[src/verilog/tsc_pkg.sv]
/*
  tsc_pkg: status word layout, reset values and sequencing constants
  of the trap/status control block. Assumes a 32-bit status word.
*/
package tsc_pkg;
  localparam int PSW_W = 32;
  localparam int ADDR_W = 32;
  localparam int BOOT_MAP_BIT = 31;
  localparam int NEXT_KRN_BIT = 30;
  localparam int KRN_BIT = 29;
  localparam int PRIV_BIT = 28;
  localparam int CHK_INH_BIT = 27;
  localparam int PID_LSB = 19;
  localparam int PID_W = 8;
  localparam int BANK_A_LSB = 17;
  localparam int BANK_B_LSB = 15;
  localparam int BANK_W = 2;
  localparam int IMAP_BYP_BIT = 14;
  localparam int DMAP_BYP_BIT = 13;
  localparam int CAUSE_LSB = 6;
  localparam int CAUSE_W = 7;
  localparam int LIT_LSB = 0;
  localparam int LIT_W = 6;
  // cause vector order, msb first: ext ill itf dtf wpv cop usr
  localparam int C_EXT = 6;
  localparam int C_ILL = 5;
  localparam int C_ITF = 4;
  localparam int C_DTF = 3;
  localparam int C_WPV = 2;
  localparam int C_COP = 1;
  localparam int C_USR = 0;
  localparam logic [ADDR_W-1:0] HANDLER_ADDR = 32'h0000_0000;
  localparam logic [ADDR_W-1:0] RESET_FETCH = 32'h0000_0000;
  localparam logic [ADDR_W-1:0] BOOT_ADDR = 32'h0000_1000;
  localparam int CLR_MIN_CYCLES = 1024;
  localparam int CACHE_LINES = 1024;
  typedef enum logic [1:0] {TSC_CLEAR, TSC_RUN, TSC_HALT} tsc_state_t;
endpackage

[src/verilog/tsc_sub_if.sv]
/*
  tsc_sub_if: carrier between the top and its cache-clear sequencer and
  restart queue. Assumes all ends run on the one processor clock.
*/
`timescale 1ns/1ps
`default_nettype none
interface tsc_sub_if #(parameter int LINE_W = 10, parameter int ADDR_W = 32);
  logic clr_busy;
  logic clr_done;
  logic [LINE_W-1:0] clr_line;
  logic rq_shift;
  logic [ADDR_W-1:0] rq_pc;
  logic rq_freeze;
  logic rq_thaw;
  logic [ADDR_W-1:0] rq_first;
  logic [ADDR_W-1:0] rq_second;
  modport clr (output clr_busy, output clr_done, output clr_line);
  modport rq (input rq_shift, input rq_pc, input rq_freeze, input rq_thaw,
    output rq_first, output rq_second);
  modport top (input clr_busy, input clr_done, input clr_line,
    output rq_shift, output rq_pc, output rq_freeze, output rq_thaw,
    input rq_first, input rq_second);
endinterface
`default_nettype wire

[src/verilog/tsc_clear_seq.sv]
/*
  tsc_clear_seq: walks every cache line after reset (repeatedly when LINES < MIN_CYC) and holds busy
  for at least the minimum clear time. Assumes reset starts it.
*/
`timescale 1ns/1ps
`default_nettype none
module tsc_clear_seq
  import tsc_pkg::*;
#(
  parameter int LINES = CACHE_LINES,
  parameter int MIN_CYC = CLR_MIN_CYCLES
)
(
  input wire logic i_ref_clk,
  input wire logic i_rst_n,
  tsc_sub_if.clr sub
);
  localparam int TOTAL = (LINES > MIN_CYC) ? LINES : MIN_CYC;
  localparam int CW = $clog2(TOTAL + 1);
  logic [CW-1:0] cnt_r;
  always_ff @(posedge i_ref_clk or negedge i_rst_n)
  begin
    if (!i_rst_n)
    begin
      cnt_r <= '0;
      sub.clr_busy <= 1'b1;
      sub.clr_done <= 1'b0;
    end
    else if (sub.clr_busy)
    begin
      // busy spans TOTAL cycles, never fewer than the minimum
      if (cnt_r == CW'(TOTAL - 1))
        sub.clr_busy <= 1'b0;
      sub.clr_done <= (cnt_r == CW'(TOTAL - 1));
      cnt_r <= cnt_r + 1'b1;
    end
    else
      sub.clr_done <= 1'b0;
  end
  assign sub.clr_line = cnt_r[$bits(sub.clr_line)-1:0];
endmodule
`default_nettype wire

[src/verilog/tsc_restart_q.sv]
/*
  tsc_restart_q: two-entry queue of the last issued instruction
  addresses. Assumes the pipeline pulses shift once per issue.
*/
`timescale 1ns/1ps
`default_nettype none
module tsc_restart_q
  import tsc_pkg::*;
(
  input wire logic i_ref_clk,
  input wire logic i_rst_n,
  tsc_sub_if.rq sub
);
  logic frozen_r;
  always_ff @(posedge i_ref_clk or negedge i_rst_n)
  begin
    if (!i_rst_n)
      frozen_r <= 1'b0;
    else if (sub.rq_freeze)
      frozen_r <= 1'b1;
    else if (sub.rq_thaw)
      frozen_r <= 1'b0;
  end
  always_ff @(posedge i_ref_clk or negedge i_rst_n)
  begin
    if (!i_rst_n)
    begin
      sub.rq_first <= '0;
      sub.rq_second <= '0;
    end
    else if (sub.rq_shift && !frozen_r && !sub.rq_freeze)
    begin
      sub.rq_second <= sub.rq_first;
      sub.rq_first <= sub.rq_pc;
    end
  end
endmodule
`default_nettype wire

[src/verilog/tsc_top.sv]
/*
  tsc_top: processor status word, trap entry, reset cache clear and halt
  control. Assumes the pipeline reports decoded ops and faults of the
  executing instruction, all synchronous to i_ref_clk.
*/
// Behaviour
// RULE1: bank A selects first source/destination bank
// RULE2: bank B selects second source bank
// RULE3: bypass bits skip fetch/data translation
// RULE4: outside irq flag tracks memory controller interrupt
// RULE5: forbidden op flag for illegal user ops
// RULE6: separate flags for translation and read-only faults
// RULE7: fpu-or-timer flag on coprocessor trap or timer
// RULE8: soft trap flag and literal capture
// RULE9: several cause flags may be set together
// RULE10: writes reach only the writable fields
// RULE11: causes update in user, hold in kernel
// RULE12: reset value of status word control bits
// RULE13: fetch pointer zeroed, all cache lines cleared
// RULE14: start at boot address after clear
// RULE15: clear lasts 1024 cycles, memory reset held
// RULE16: trap loads handler address into fetch pointer
// RULE17: trap sets kernel, next-kernel and bypasses
// RULE18: restart queue freezes on trap, exit restarts
// RULE19: kernel-mode translation or read-only fault halts
// RULE20: kernel abort, trap or reserved op halts
// RULE21: parity error halts unless check inhibited
// RULE22: halt lasts until external reset
// RULE23: kernel state follows previous next-kernel
// RULE24: kernel ignores interrupts, allows privileged ops
// RULE25: privilege enable allows privileged ops in user
// RULE26: check-inhibit suppresses parity checking
`timescale 1ns/1ps
`default_nettype none
module tsc_top
  import tsc_pkg::*;
#(
  parameter int LINES = CACHE_LINES
)
(
  input wire logic i_ref_clk,
  input wire logic i_rst_n,
  input wire logic i_psw_wr,
  input wire logic [PSW_W-1:0] i_psw_wdata,
  input wire logic i_ex_valid,
  input wire logic [ADDR_W-1:0] i_ex_pc,
  input wire logic i_op_special,
  input wire logic i_op_set_queue,
  input wire logic i_op_kernel_exit,
  input wire logic i_op_flush,
  input wire logic i_op_abort,
  input wire logic i_op_user_trap,
  input wire logic i_op_reserved_op_one,
  input wire logic i_op_reserved_op_two,
  input wire logic [LIT_W-1:0] i_trap_literal,
  input wire logic i_ifetch_fault,
  input wire logic i_data_fault,
  input wire logic i_ro_store,
  input wire logic i_cop_trap,
  input wire logic i_timer_irq,
  input wire logic i_ext_irq,
  input wire logic i_parity_err,
  output logic [PSW_W-1:0] o_processor_status_word,
  output logic [BANK_W-1:0] o_bank_select_a,
  output logic [BANK_W-1:0] o_bank_select_b,
  output logic o_ifetch_bypass,
  output logic o_data_bypass,
  output logic o_boot_map,
  output logic [PID_W-1:0] o_pid,
  output logic o_kernel_state_flag,
  output logic o_priv_ok,
  output logic o_parity_check_en,
  output logic o_fetch_load,
  output logic [ADDR_W-1:0] o_fetch_pointer,
  output logic o_restart_go,
  output logic [ADDR_W-1:0] o_restart_addr_first,
  output logic [ADDR_W-1:0] o_restart_addr_second,
  output logic o_mc_reset,
  output logic o_phys_cache_clr_we,
  output logic [$clog2(LINES)-1:0] o_phys_cache_clr_line,
  output logic o_halted
);
  localparam int LINE_W = $clog2(LINES);

  tsc_sub_if #(.LINE_W(LINE_W), .ADDR_W(ADDR_W)) sub ();

  tsc_clear_seq #(.LINES(LINES), .MIN_CYC(CLR_MIN_CYCLES)) u_clr (
    .i_ref_clk(i_ref_clk),
    .i_rst_n(i_rst_n),
    .sub(sub.clr)
  );

  tsc_restart_q u_rq (
    .i_ref_clk(i_ref_clk),
    .i_rst_n(i_rst_n),
    .sub(sub.rq)
  );

  tsc_state_t state_r;
  logic boot_map_r;
  logic next_krn_r;
  logic krn_r;
  logic priv_r;
  logic chk_inh_r;
  logic [PID_W-1:0] pid_r;
  logic [BANK_W-1:0] bank_a_r;
  logic [BANK_W-1:0] bank_b_r;
  logic imap_byp_r;
  logic dmap_byp_r;
  logic [CAUSE_W-1:0] cause_r;
  logic [LIT_W-1:0] lit_r;

  logic running;
  logic priv_ok;
  logic psw_wr_ok;
  logic [CAUSE_W-1:0] cause_nxt;
  logic trap;
  logic kexit;
  logic halt_evt;
  logic [PSW_W-1:0] psw_view;

  assign running = (state_r == TSC_RUN);
  assign priv_ok = krn_r | priv_r; // [RULE24] [RULE25]
  assign psw_wr_ok = running & i_psw_wr & priv_ok;
  assign kexit = running & i_ex_valid & i_op_kernel_exit & priv_ok;

  // cause terms for this cycle; interrupts enter unmasked, kernel gating comes later at trap
  always_comb
  begin
    cause_nxt = '0;
    cause_nxt[C_EXT] = i_ext_irq; // [RULE4]
    cause_nxt[C_ILL] = i_ex_valid & ((~priv_r & (i_op_special | i_op_set_queue |
      i_op_kernel_exit | i_op_flush)) | i_op_abort | i_op_reserved_op_one |
      i_op_reserved_op_two); // [RULE5]
    cause_nxt[C_ITF] = i_ifetch_fault; // [RULE6]
    cause_nxt[C_DTF] = i_data_fault; // [RULE6]
    cause_nxt[C_WPV] = i_ro_store; // [RULE6]
    cause_nxt[C_COP] = i_cop_trap | i_timer_irq; // [RULE7]
    cause_nxt[C_USR] = i_ex_valid & i_op_user_trap; // [RULE8]
  end

  // only user mode traps; kernel ignores external and coprocessor events
  assign trap = running & ~krn_r & (|cause_nxt); // [RULE24]

  assign halt_evt = running & ((krn_r & (i_ifetch_fault | i_data_fault | i_ro_store)) // [RULE19]
    | (krn_r & i_ex_valid & (i_op_abort | i_op_user_trap | i_op_reserved_op_one
    | i_op_reserved_op_two)) // [RULE20]
    | (~chk_inh_r & i_parity_err)); // [RULE21] [RULE26]

  always_ff @(posedge i_ref_clk or negedge i_rst_n)
  begin
    if (!i_rst_n)
      state_r <= TSC_CLEAR;
    else
    begin
      case (state_r)
        TSC_CLEAR:
          if (sub.clr_done)
            state_r <= TSC_RUN;
        TSC_RUN:
          if (halt_evt)
            state_r <= TSC_HALT;
        TSC_HALT:
          state_r <= TSC_HALT; // [RULE22]
        default:
          state_r <= TSC_HALT;
      endcase
    end
  end

  // control fields; pid and bank selects have no reset meaning but get zero
  always_ff @(posedge i_ref_clk or negedge i_rst_n)
  begin
    if (!i_rst_n)
    begin
      boot_map_r <= 1'b1; // [RULE12]
      next_krn_r <= 1'b1;
      priv_r <= 1'b0;
      chk_inh_r <= 1'b1;
      imap_byp_r <= 1'b1;
      dmap_byp_r <= 1'b1;
      pid_r <= '0;
      bank_a_r <= '0;
      bank_b_r <= '0;
    end
    else if (trap)
    begin
      // trap overrides a simultaneous write, which is dropped for every field
      next_krn_r <= 1'b1; // [RULE17]
      imap_byp_r <= 1'b1;
      dmap_byp_r <= 1'b1;
    end
    else if (psw_wr_ok)
    begin
      boot_map_r <= i_psw_wdata[BOOT_MAP_BIT]; // [RULE10]
      next_krn_r <= i_psw_wdata[NEXT_KRN_BIT];
      priv_r <= i_psw_wdata[PRIV_BIT];
      chk_inh_r <= i_psw_wdata[CHK_INH_BIT];
      pid_r <= i_psw_wdata[PID_LSB +: PID_W];
      bank_a_r <= i_psw_wdata[BANK_A_LSB +: BANK_W];
      bank_b_r <= i_psw_wdata[BANK_B_LSB +: BANK_W];
      imap_byp_r <= i_psw_wdata[IMAP_BYP_BIT];
      dmap_byp_r <= i_psw_wdata[DMAP_BYP_BIT];
    end
  end

  // kernel bit is a one-cycle shadow of next-kernel; trap forces it at once
  always_ff @(posedge i_ref_clk or negedge i_rst_n)
  begin
    if (!i_rst_n)
      krn_r <= 1'b1; // [RULE12]
    else if (trap)
      krn_r <= 1'b1; // [RULE17]
    else
      krn_r <= next_krn_r; // [RULE23]
  end

  // causes are a fresh snapshot each user cycle, all flags at once
  always_ff @(posedge i_ref_clk or negedge i_rst_n)
  begin
    if (!i_rst_n)
    begin
      cause_r <= '0;
      lit_r <= '0;
    end
    else if (running && !krn_r)
    begin
      cause_r <= cause_nxt; // [RULE9] [RULE11]
      if (cause_nxt[C_USR])
        lit_r <= i_trap_literal; // [RULE8]
    end
  end

  always_comb
  begin
    psw_view = '0;
    psw_view[BOOT_MAP_BIT] = boot_map_r;
    psw_view[NEXT_KRN_BIT] = next_krn_r;
    psw_view[KRN_BIT] = krn_r;
    psw_view[PRIV_BIT] = priv_r;
    psw_view[CHK_INH_BIT] = chk_inh_r;
    psw_view[PID_LSB +: PID_W] = pid_r;
    psw_view[BANK_A_LSB +: BANK_W] = bank_a_r;
    psw_view[BANK_B_LSB +: BANK_W] = bank_b_r;
    psw_view[IMAP_BYP_BIT] = imap_byp_r;
    psw_view[DMAP_BYP_BIT] = dmap_byp_r;
    psw_view[CAUSE_LSB +: CAUSE_W] = cause_r;
    psw_view[LIT_LSB +: LIT_W] = lit_r;
  end

  // registered copies; they trail the fields by one cycle
  always_ff @(posedge i_ref_clk or negedge i_rst_n)
  begin
    if (!i_rst_n)
    begin
      o_processor_status_word <= '0;
      o_bank_select_a <= '0;
      o_bank_select_b <= '0;
      o_ifetch_bypass <= 1'b1;
      o_data_bypass <= 1'b1;
      o_boot_map <= 1'b1;
      o_pid <= '0;
      o_kernel_state_flag <= 1'b1;
      o_priv_ok <= 1'b1;
      o_parity_check_en <= 1'b0;
    end
    else
    begin
      o_processor_status_word <= psw_view;
      o_bank_select_a <= bank_a_r; // [RULE1]
      o_bank_select_b <= bank_b_r; // [RULE2]
      o_ifetch_bypass <= imap_byp_r; // [RULE3]
      o_data_bypass <= dmap_byp_r; // [RULE3]
      o_boot_map <= boot_map_r;
      o_pid <= pid_r;
      o_kernel_state_flag <= krn_r;
      o_priv_ok <= priv_ok;
      o_parity_check_en <= ~chk_inh_r; // [RULE26]
    end
  end

  // fetch redirect: boot address after clear, handler on trap, queue on exit
  always_ff @(posedge i_ref_clk or negedge i_rst_n)
  begin
    if (!i_rst_n)
    begin
      o_fetch_load <= 1'b0;
      o_fetch_pointer <= RESET_FETCH; // [RULE13]
      o_restart_go <= 1'b0;
    end
    else
    begin
      o_fetch_load <= 1'b0;
      o_restart_go <= 1'b0;
      if (state_r == TSC_CLEAR && sub.clr_done)
      begin
        o_fetch_load <= 1'b1;
        o_fetch_pointer <= BOOT_ADDR; // [RULE14]
      end
      else if (halt_evt)
        o_fetch_load <= 1'b0;
      else if (trap)
      begin
        o_fetch_load <= 1'b1;
        o_fetch_pointer <= HANDLER_ADDR; // [RULE16]
      end
      else if (kexit)
      begin
        o_restart_go <= 1'b1; // [RULE18]
        o_fetch_pointer <= sub.rq_second;
      end
    end
  end

  assign sub.rq_shift = running & i_ex_valid & ~trap;
  assign sub.rq_pc = i_ex_pc;
  assign sub.rq_freeze = trap; // [RULE18]
  assign sub.rq_thaw = kexit;

  always_ff @(posedge i_ref_clk or negedge i_rst_n)
  begin
    if (!i_rst_n)
    begin
      o_restart_addr_first <= '0;
      o_restart_addr_second <= '0;
    end
    else
    begin
      o_restart_addr_first <= sub.rq_first;
      o_restart_addr_second <= sub.rq_second;
    end
  end

  // memory controller reset and line writes span the whole clear
  always_ff @(posedge i_ref_clk or negedge i_rst_n)
  begin
    if (!i_rst_n)
    begin
      o_mc_reset <= 1'b1; // [RULE15]
      o_phys_cache_clr_we <= 1'b0;
      o_phys_cache_clr_line <= '0;
      o_halted <= 1'b0;
    end
    else
    begin
      o_mc_reset <= sub.clr_busy; // [RULE15]
      o_phys_cache_clr_we <= sub.clr_busy; // [RULE13]
      o_phys_cache_clr_line <= sub.clr_line;
      o_halted <= (state_r == TSC_HALT) | halt_evt; // [RULE22]
    end
  end
endmodule
`default_nettype wire

[config.mk]
export PLATFORM = sky130hd
export DESIGN_NAME = tsc_top
export DESIGN_NICKNAME = d
export VERILOG_FILES = /design/src/verilog/tsc_pkg.sv /design/src/verilog/tsc_sub_if.sv /design/src/verilog/tsc_clear_seq.sv /design/src/verilog/tsc_restart_q.sv /design/src/verilog/tsc_top.sv
export SDC_FILE = /design/constraint.sdc
export NUM_CORES = 1
export LEC_CHECK = 0
export BUFFER_PORTS_ARGS = -buffer_cell sky130_fd_sc_hd__buf_2
export CAP_MARGIN = 25
export CORE_MARGIN = 3
export CORE_UTILIZATION = 41
export DETAILED_ROUTE_END_ITERATION = 7
export MAX_ROUTING_LAYER = met4
export PLACE_DENSITY = 0.7
export SETUP_SLACK_MARGIN = 0.05
export SLEW_MARGIN = 40
export SYNTH_ARGS = -nofsm -noshare
export SYNTH_HDL_FRONTEND = slang
export SYNTH_SLANG_ARGS = --single-unit
[constraint.sdc]
create_clock -name i_ref_clk -period 2.3 [get_ports i_ref_clk]
set_clock_uncertainty 0.05 [all_clocks]
set_input_delay 0.23 -clock i_ref_clk [delete_from_list [all_inputs] [get_ports i_ref_clk]]
set_output_delay 0.23 -clock i_ref_clk [all_outputs]
set_load 0.02 [all_outputs]
# After elaboration in Yosys (flattened, before gate mapping)
# Cells that the tools add are included.
word_totals:
  ff_bits: 273
  input_bits: 89
  out_inout_bits: 161
  wordCells: 123
classes:
  n_addsub: 1
  n_eq_ne: 6
  n_mux: 26
  bitwise: 36
  reduce_logical: 16
op_table:
  columns: ["op", "count"]
  rows:
  - ["$mux W32", 4]
  - ["$mux W1", 19]
  - ["$and A1 B1 Y1", 16]
  - ["$or A1 B1 Y1", 16]
  - ["$add A11 B1 Y11 const B", 1]
  - ["$eq A11 B10 Y1 const B", 1]
  - ["$reduce_and A2 Y1", 4]
  - ["$reduce_or A7 Y1", 1]
  - ["$ne A2 B1 Y1 const B", 3]
  - ["$logic_and A1 B1 Y1", 4]
  - ["$mux W2", 2]
  - ["$not A1 Y1", 4]
  - ["$pmux W2 S2", 1]
  - ["$reduce_bool A2 Y1", 2]
  - ["$logic_not A1 Y1", 3]
  - ["$reduce_bool A3 Y1", 1]
  - ["$eq A2 B1 Y1 const B", 1]
  - ["$eq A2 B2 Y1 const B", 1]
  - ["$logic_not A2 Y1", 1]

# Depth between registers and ports, before layout
logic_depth:
  ltp_word: 14
  depth_mapped: 8
  depth_no_buf: 6

# Hierarchy
# Synthesis repeated with hierarchy kept, for this count alone.
unflattened:
  hier_cells: 512
  area_unflattened_um2: 9111.2
modules_own_cells:
  columns: ["mod", "n_inst", "cells_each", "area_per_inst_um2", "seq_area_each_um2"]
  rows:
  - ["tsc_top", 1, 317, 5714.2, 4594.4]
  - ["tsc_restart_q", 1, 139, 2728.9, 1626.6]
  - ["tsc_clear_seq", 1, 56, 668.1, 326.6]

# Worst setup path before layout
# Ideal clock, no wire load.
synth_timing:
  path_type: "register to register"
  from: "register krn_r"
  to: "register u_rq.sub.rq_first[10]"
  setup_ns: 0.125
  t_arrival_ns: 1.835
  required_ns: 2.125
  slack_ns: 0.289
  stages_incl_launch_ff: 9
  path_buffers: 3
  synth_period_minus_slack_ns: 2.011
  path_cell_list: "dfstp_2 > or3b_1 > buf_2 > a21oi_2 > a21oi_1 > nor3b_2 > buf_6 > buf_6 > mux2_4"
synth_between:
  elab_chain_len: 7
  elab_cells_between_ends: 8
  cone_classes: "bitwise: 5; reduce/logical: 3"
synth_rtl:
  columns: ["element", "line_no", "text"]
  rows:
  - ["from (decl)", "tsc_top.sv:102", "logic krn_r;"]
  - ["from (signal assigned)", "tsc_top.sv:215", "krn_r <= next_krn_r;"]
  - ["$not A1 Y1 (*)", "tsc_top.sv:143", "assign trap = running & ~krn_r & (|cause_nxt);"]
  - ["$and A1 B1 Y1 (*) (2 in a row)", "tsc_top.sv:143", null]
  - ["$not A1 Y1 (no source line)", null, null]
  - ["$and A1 B1 Y1", "tsc_top.sv:315", "assign sub.rq_shift = running & i_ex_valid & ~trap;"]
  - ["$logic_and A1 B1 Y1", "tsc_restart_q.sv:31", "else if (sub.rq_shift && !frozen_r && !sub.rq_freeze)"]
  - ["$logic_and A1 B1 Y1 (*)", "tsc_restart_q.sv:31", null]
  - ["to (signal assigned)", "tsc_restart_q.sv:34", "sub.rq_first <= sub.rq_pc;"]
  - ["to (decl)", "tsc_sub_if.sv:19", "output rq_first, output rq_second);"]
# Every way passes the cells marked *; elsewhere a longest branch is shown, timed or not.
# A chain may end at the register's enable or synchronous reset.

# Worst setup path in the final report
layout_timing:
  from: "input i_ifetch_fault"
  to: "register u_rq.sub.rq_first[1]"
layout_between:
  elab_chain_len: 6
  elab_cells_between_ends: 7
  cone_classes: "bitwise: 3; reduce/logical: 4"
layout_rtl:
  columns: ["element", "line_no", "text"]
  rows:
  - ["from (decl)", "tsc_top.sv:56", "input wire logic i_ifetch_fault,"]
  - ["$reduce_or A7 Y1 (*)", "tsc_top.sv:143", null]
  - ["$and A1 B1 Y1 (*)", "tsc_top.sv:143", null]
  - ["$not A1 Y1 (no source line)", null, null]
  - ["$and A1 B1 Y1", "tsc_top.sv:315", null]
  - ["$logic_and A1 B1 Y1", "tsc_restart_q.sv:31", null]
  - ["$logic_and A1 B1 Y1 (*)", "tsc_restart_q.sv:31", null]
# Marked as above.

==> metrics.txt <==
status=finished clean; dpl cell area=10400 µm²; final net count=908; io pins=250; starting density of the core=0.419; Post-synth EDFFs=0; register area share after synthesis=0.742; # diodes=0; DP Wirelength=12200 µm; Async SR Flop Fraction=1.00; DRC viols=0; Core Area=21100 µm²; DIE HEIGHT=153 µm; Die W=153 µm; drt pass-1 iters=5; antenna violations before repair=0; Syn Nets=585; Final Util=0.567; Root Buffer=clkbuf_16; antenna viol nets, final=0; Clock Path Buffers=3; ys flop type=dfrtp_1; Tot Pwr=9.35 mW; worst path required time=2.66 ns; Final setup viols=0; Skew-Pair Late Insertion Delay=0.53 ns; cells after synthesis=495; post-synth top area cell=dfrtp_1; Port Buf Inserts=235; Peak VDD IR=0.000612 V; Syn Area/Cell=17.8 µm²; leading cell types by count after synthesis=248 x dfrtp_1, 60 x mux2_4, 32 x a22o_1; Setup crit end kind=flip-flop; Crit Path Class=input pin to flip-flop; final worst setup slack=0.142 ns; cts bufs inserted=27; proportion of layout cells with a drive suffix above 1=0.484; Post-Syn Area=8830 µm²; Worst setup SP type=input pin; Yosys top cell area share=0.703; CP Max Fanout=14; H-Tree Level Count=1; Tightest Pin Transition=0.531 ns; worst hold slack=0.0432 ns; Achievable Freq=0.463 GHz; total number of vias=5172; final instance area=12000 µm²; first-pass GRT wire length=30800 µm; drt total wl=18800 µm; Filler cells=1647; area of the multi-input gates=2040 µm²; WL/cell=16.9 µm; FP Rows=53; GRT overflow=0; die area=23300 µm²; largest net degree at the start of global routing=69; final count of hold timing violations=0; Slew HR=0.646; Clock transition at path regs=0.06 ns; Hold Path Class=input pin to flip-flop; P per Cell Area=782 nW/µm²; P&R area growth vs syn=35.4%; pre-CTS setup slack=0.00184 ns; ratio of final minimum period to clock period=0.938; routability congestion estimate=0.774; #FFs+latches synth=261; maxcap violations=0; gr usage total=0.166; crit path time final=2.16 ns; RSZ-0062 raised after global routing=no; crit path DAT=2.52 ns; P_leak=6.34 nW; top-count cell post-synth=dfrtp_1; Cell variety after synth=40; Final Slew Violations=0; Area contributors post-synth=dfrtp_1 70%, mux2_4 10%, dfstp_2 3.9%; Seq. cell area=6550 µm²; Avg Vias per Cell=4.65; vias in the first global route=5646; yosys warns=0; First DRT Iteration DRCs=211; TritonCTS clock tree=yes; clock sinks=261
-- cell usage in the layout (no fill, tap or decap), drive strengths merged, types with 3 or more instances in the layout --
| cell type | synthesis | layout |
|---|---|---|
| mux2i | 3 | 3 |
| nand4 | 5 | 5 |
| dfrtp | 248 | 248 |
| nor3 | 3 | 3 |
| buf | 29 | 262 |
| mux2 | 89 | 89 |
| nand3 | 6 | 6 |
| xor2 | 5 | 5 |
| clkinv | 0 | 4 |
| nand2 | 14 | 14 |
| inv | 4 | 6 |
| xnor2 | 5 | 5 |
| a21oi | 4 | 4 |
| o21ai | 5 | 5 |
| a22o | 32 | 32 |
| nor2 | 6 | 6 |
| dlygate4sd3 | 0 | 62 |
| dfstp | 13 | 13 |
| clkbuf | 2 | 39 |
-- metal layers --
layer | vias to the layer above | GRT usage | share of wire
met5 | - | - | 0
met4 | 0 | 0.0488 | 0.023
met3 | 35 | 0.0321 | 0.059
met2 | 180 | 0.268 | 0.50
met1 | 2602 | 0.215 | 0.42
li1 | 2355 | - | -
-- per-stage QoR --
stage / std cells / TNS [ns]
final: 1112 / 0
after detailed placement: 1000 / 0
after floorplan: 495 / 0
after global placement: 1000 / -0.378
after global routing: 1112 / 0
after CTS: 1110 / 0
-- logic make-up after synthesis --
logic type	after synthesis	synth area share
DFF	261	0.742
muxes	92	0.142
adders and majority gates	1	0.00142
and+or+nand+nor	46	0.0275
AOI/OAI and AO/OA	50	0.0466
buffers and inverters	35	0.0302
xor gates and xnor gates	10	0.00992
-- critical path, cell delays in order --
cell and delay (ns):
dlygate4sd3_1 0.54, buf_2 0.15, a2111oi_4 0.26, buf_4 0.17, a21oi_2 0.05, a21oi_2 0.14, nor3b_4 0.29, buf_6 0.18
buf_12 0.17, mux2_2 0.35
-- registers in the layout (all words and copies together) (netlist names), 6 cells and up --
name                     count
u_rq.sub.rq_first           32
u_clr.cnt_r                 11
o_restart_addr_second       32
cause_r                      7
o_phys_cache_clr_line       10
o_processor_status_word     23
o_restart_addr_first        32
o_pid                        7
u_rq.sub.rq_second          32
pid_r                        8
o_fetch_pointer             32
lit_r                        6
-- final timing paths --
check	startpoint	cells after the start	slack, ns	endpoint
worst max-delay path	i_ifetch_fault	10	0.14	u_rq.sub.rq_first[1]$_DFFE_PN0P_
worst min-delay path	i_cop_trap	3	0.04	cause_r[1]$_DFFE_PN0P_
worst max register to register	state_r[1]$_DFFE_PN0P_	7	0.22	bank_a_r[0]$_DFFE_PN0P_
worst min register to register	pid_r[7]$_DFFE_PN0P_	0	0.32	o_processor_status_word[26]$_DFF_PN0_
max in group asynchronous	i_rst_n	3	1.23	o_boot_map$_DFF_PN1_
min in group asynchronous	i_rst_n	2	0.19	o_restart_addr_second[26]$_DFF_PN0_
-- layout make-up --
class,count,share of cell area
clock buffers,38,0.0633
clock inverters,10,0.0104
inverters,4,0.00126
multi-input cells,199,0.171
flip-flops and latches,261,0.548
well taps,275,0.0288
repair buffers,325,0.178
-- power breakdown --
part	leakage, nW	switching [mW]	internal, mW
clock network	0.428	1.73	2.53
registers	3.50	0.0277	4.66
logic	2.41	0.221	0.182
total	6.34	1.98	7.37
-- what timing repair did --
action / CTS / global route
hold buffers: 62 / 0
setup endpoints to repair: 0 / 76
buffers inserted: 0 / 1
hold endpoints to repair: 123 / 0
resized for setup: 0 / 6
(Power assumes the default switching activity.)
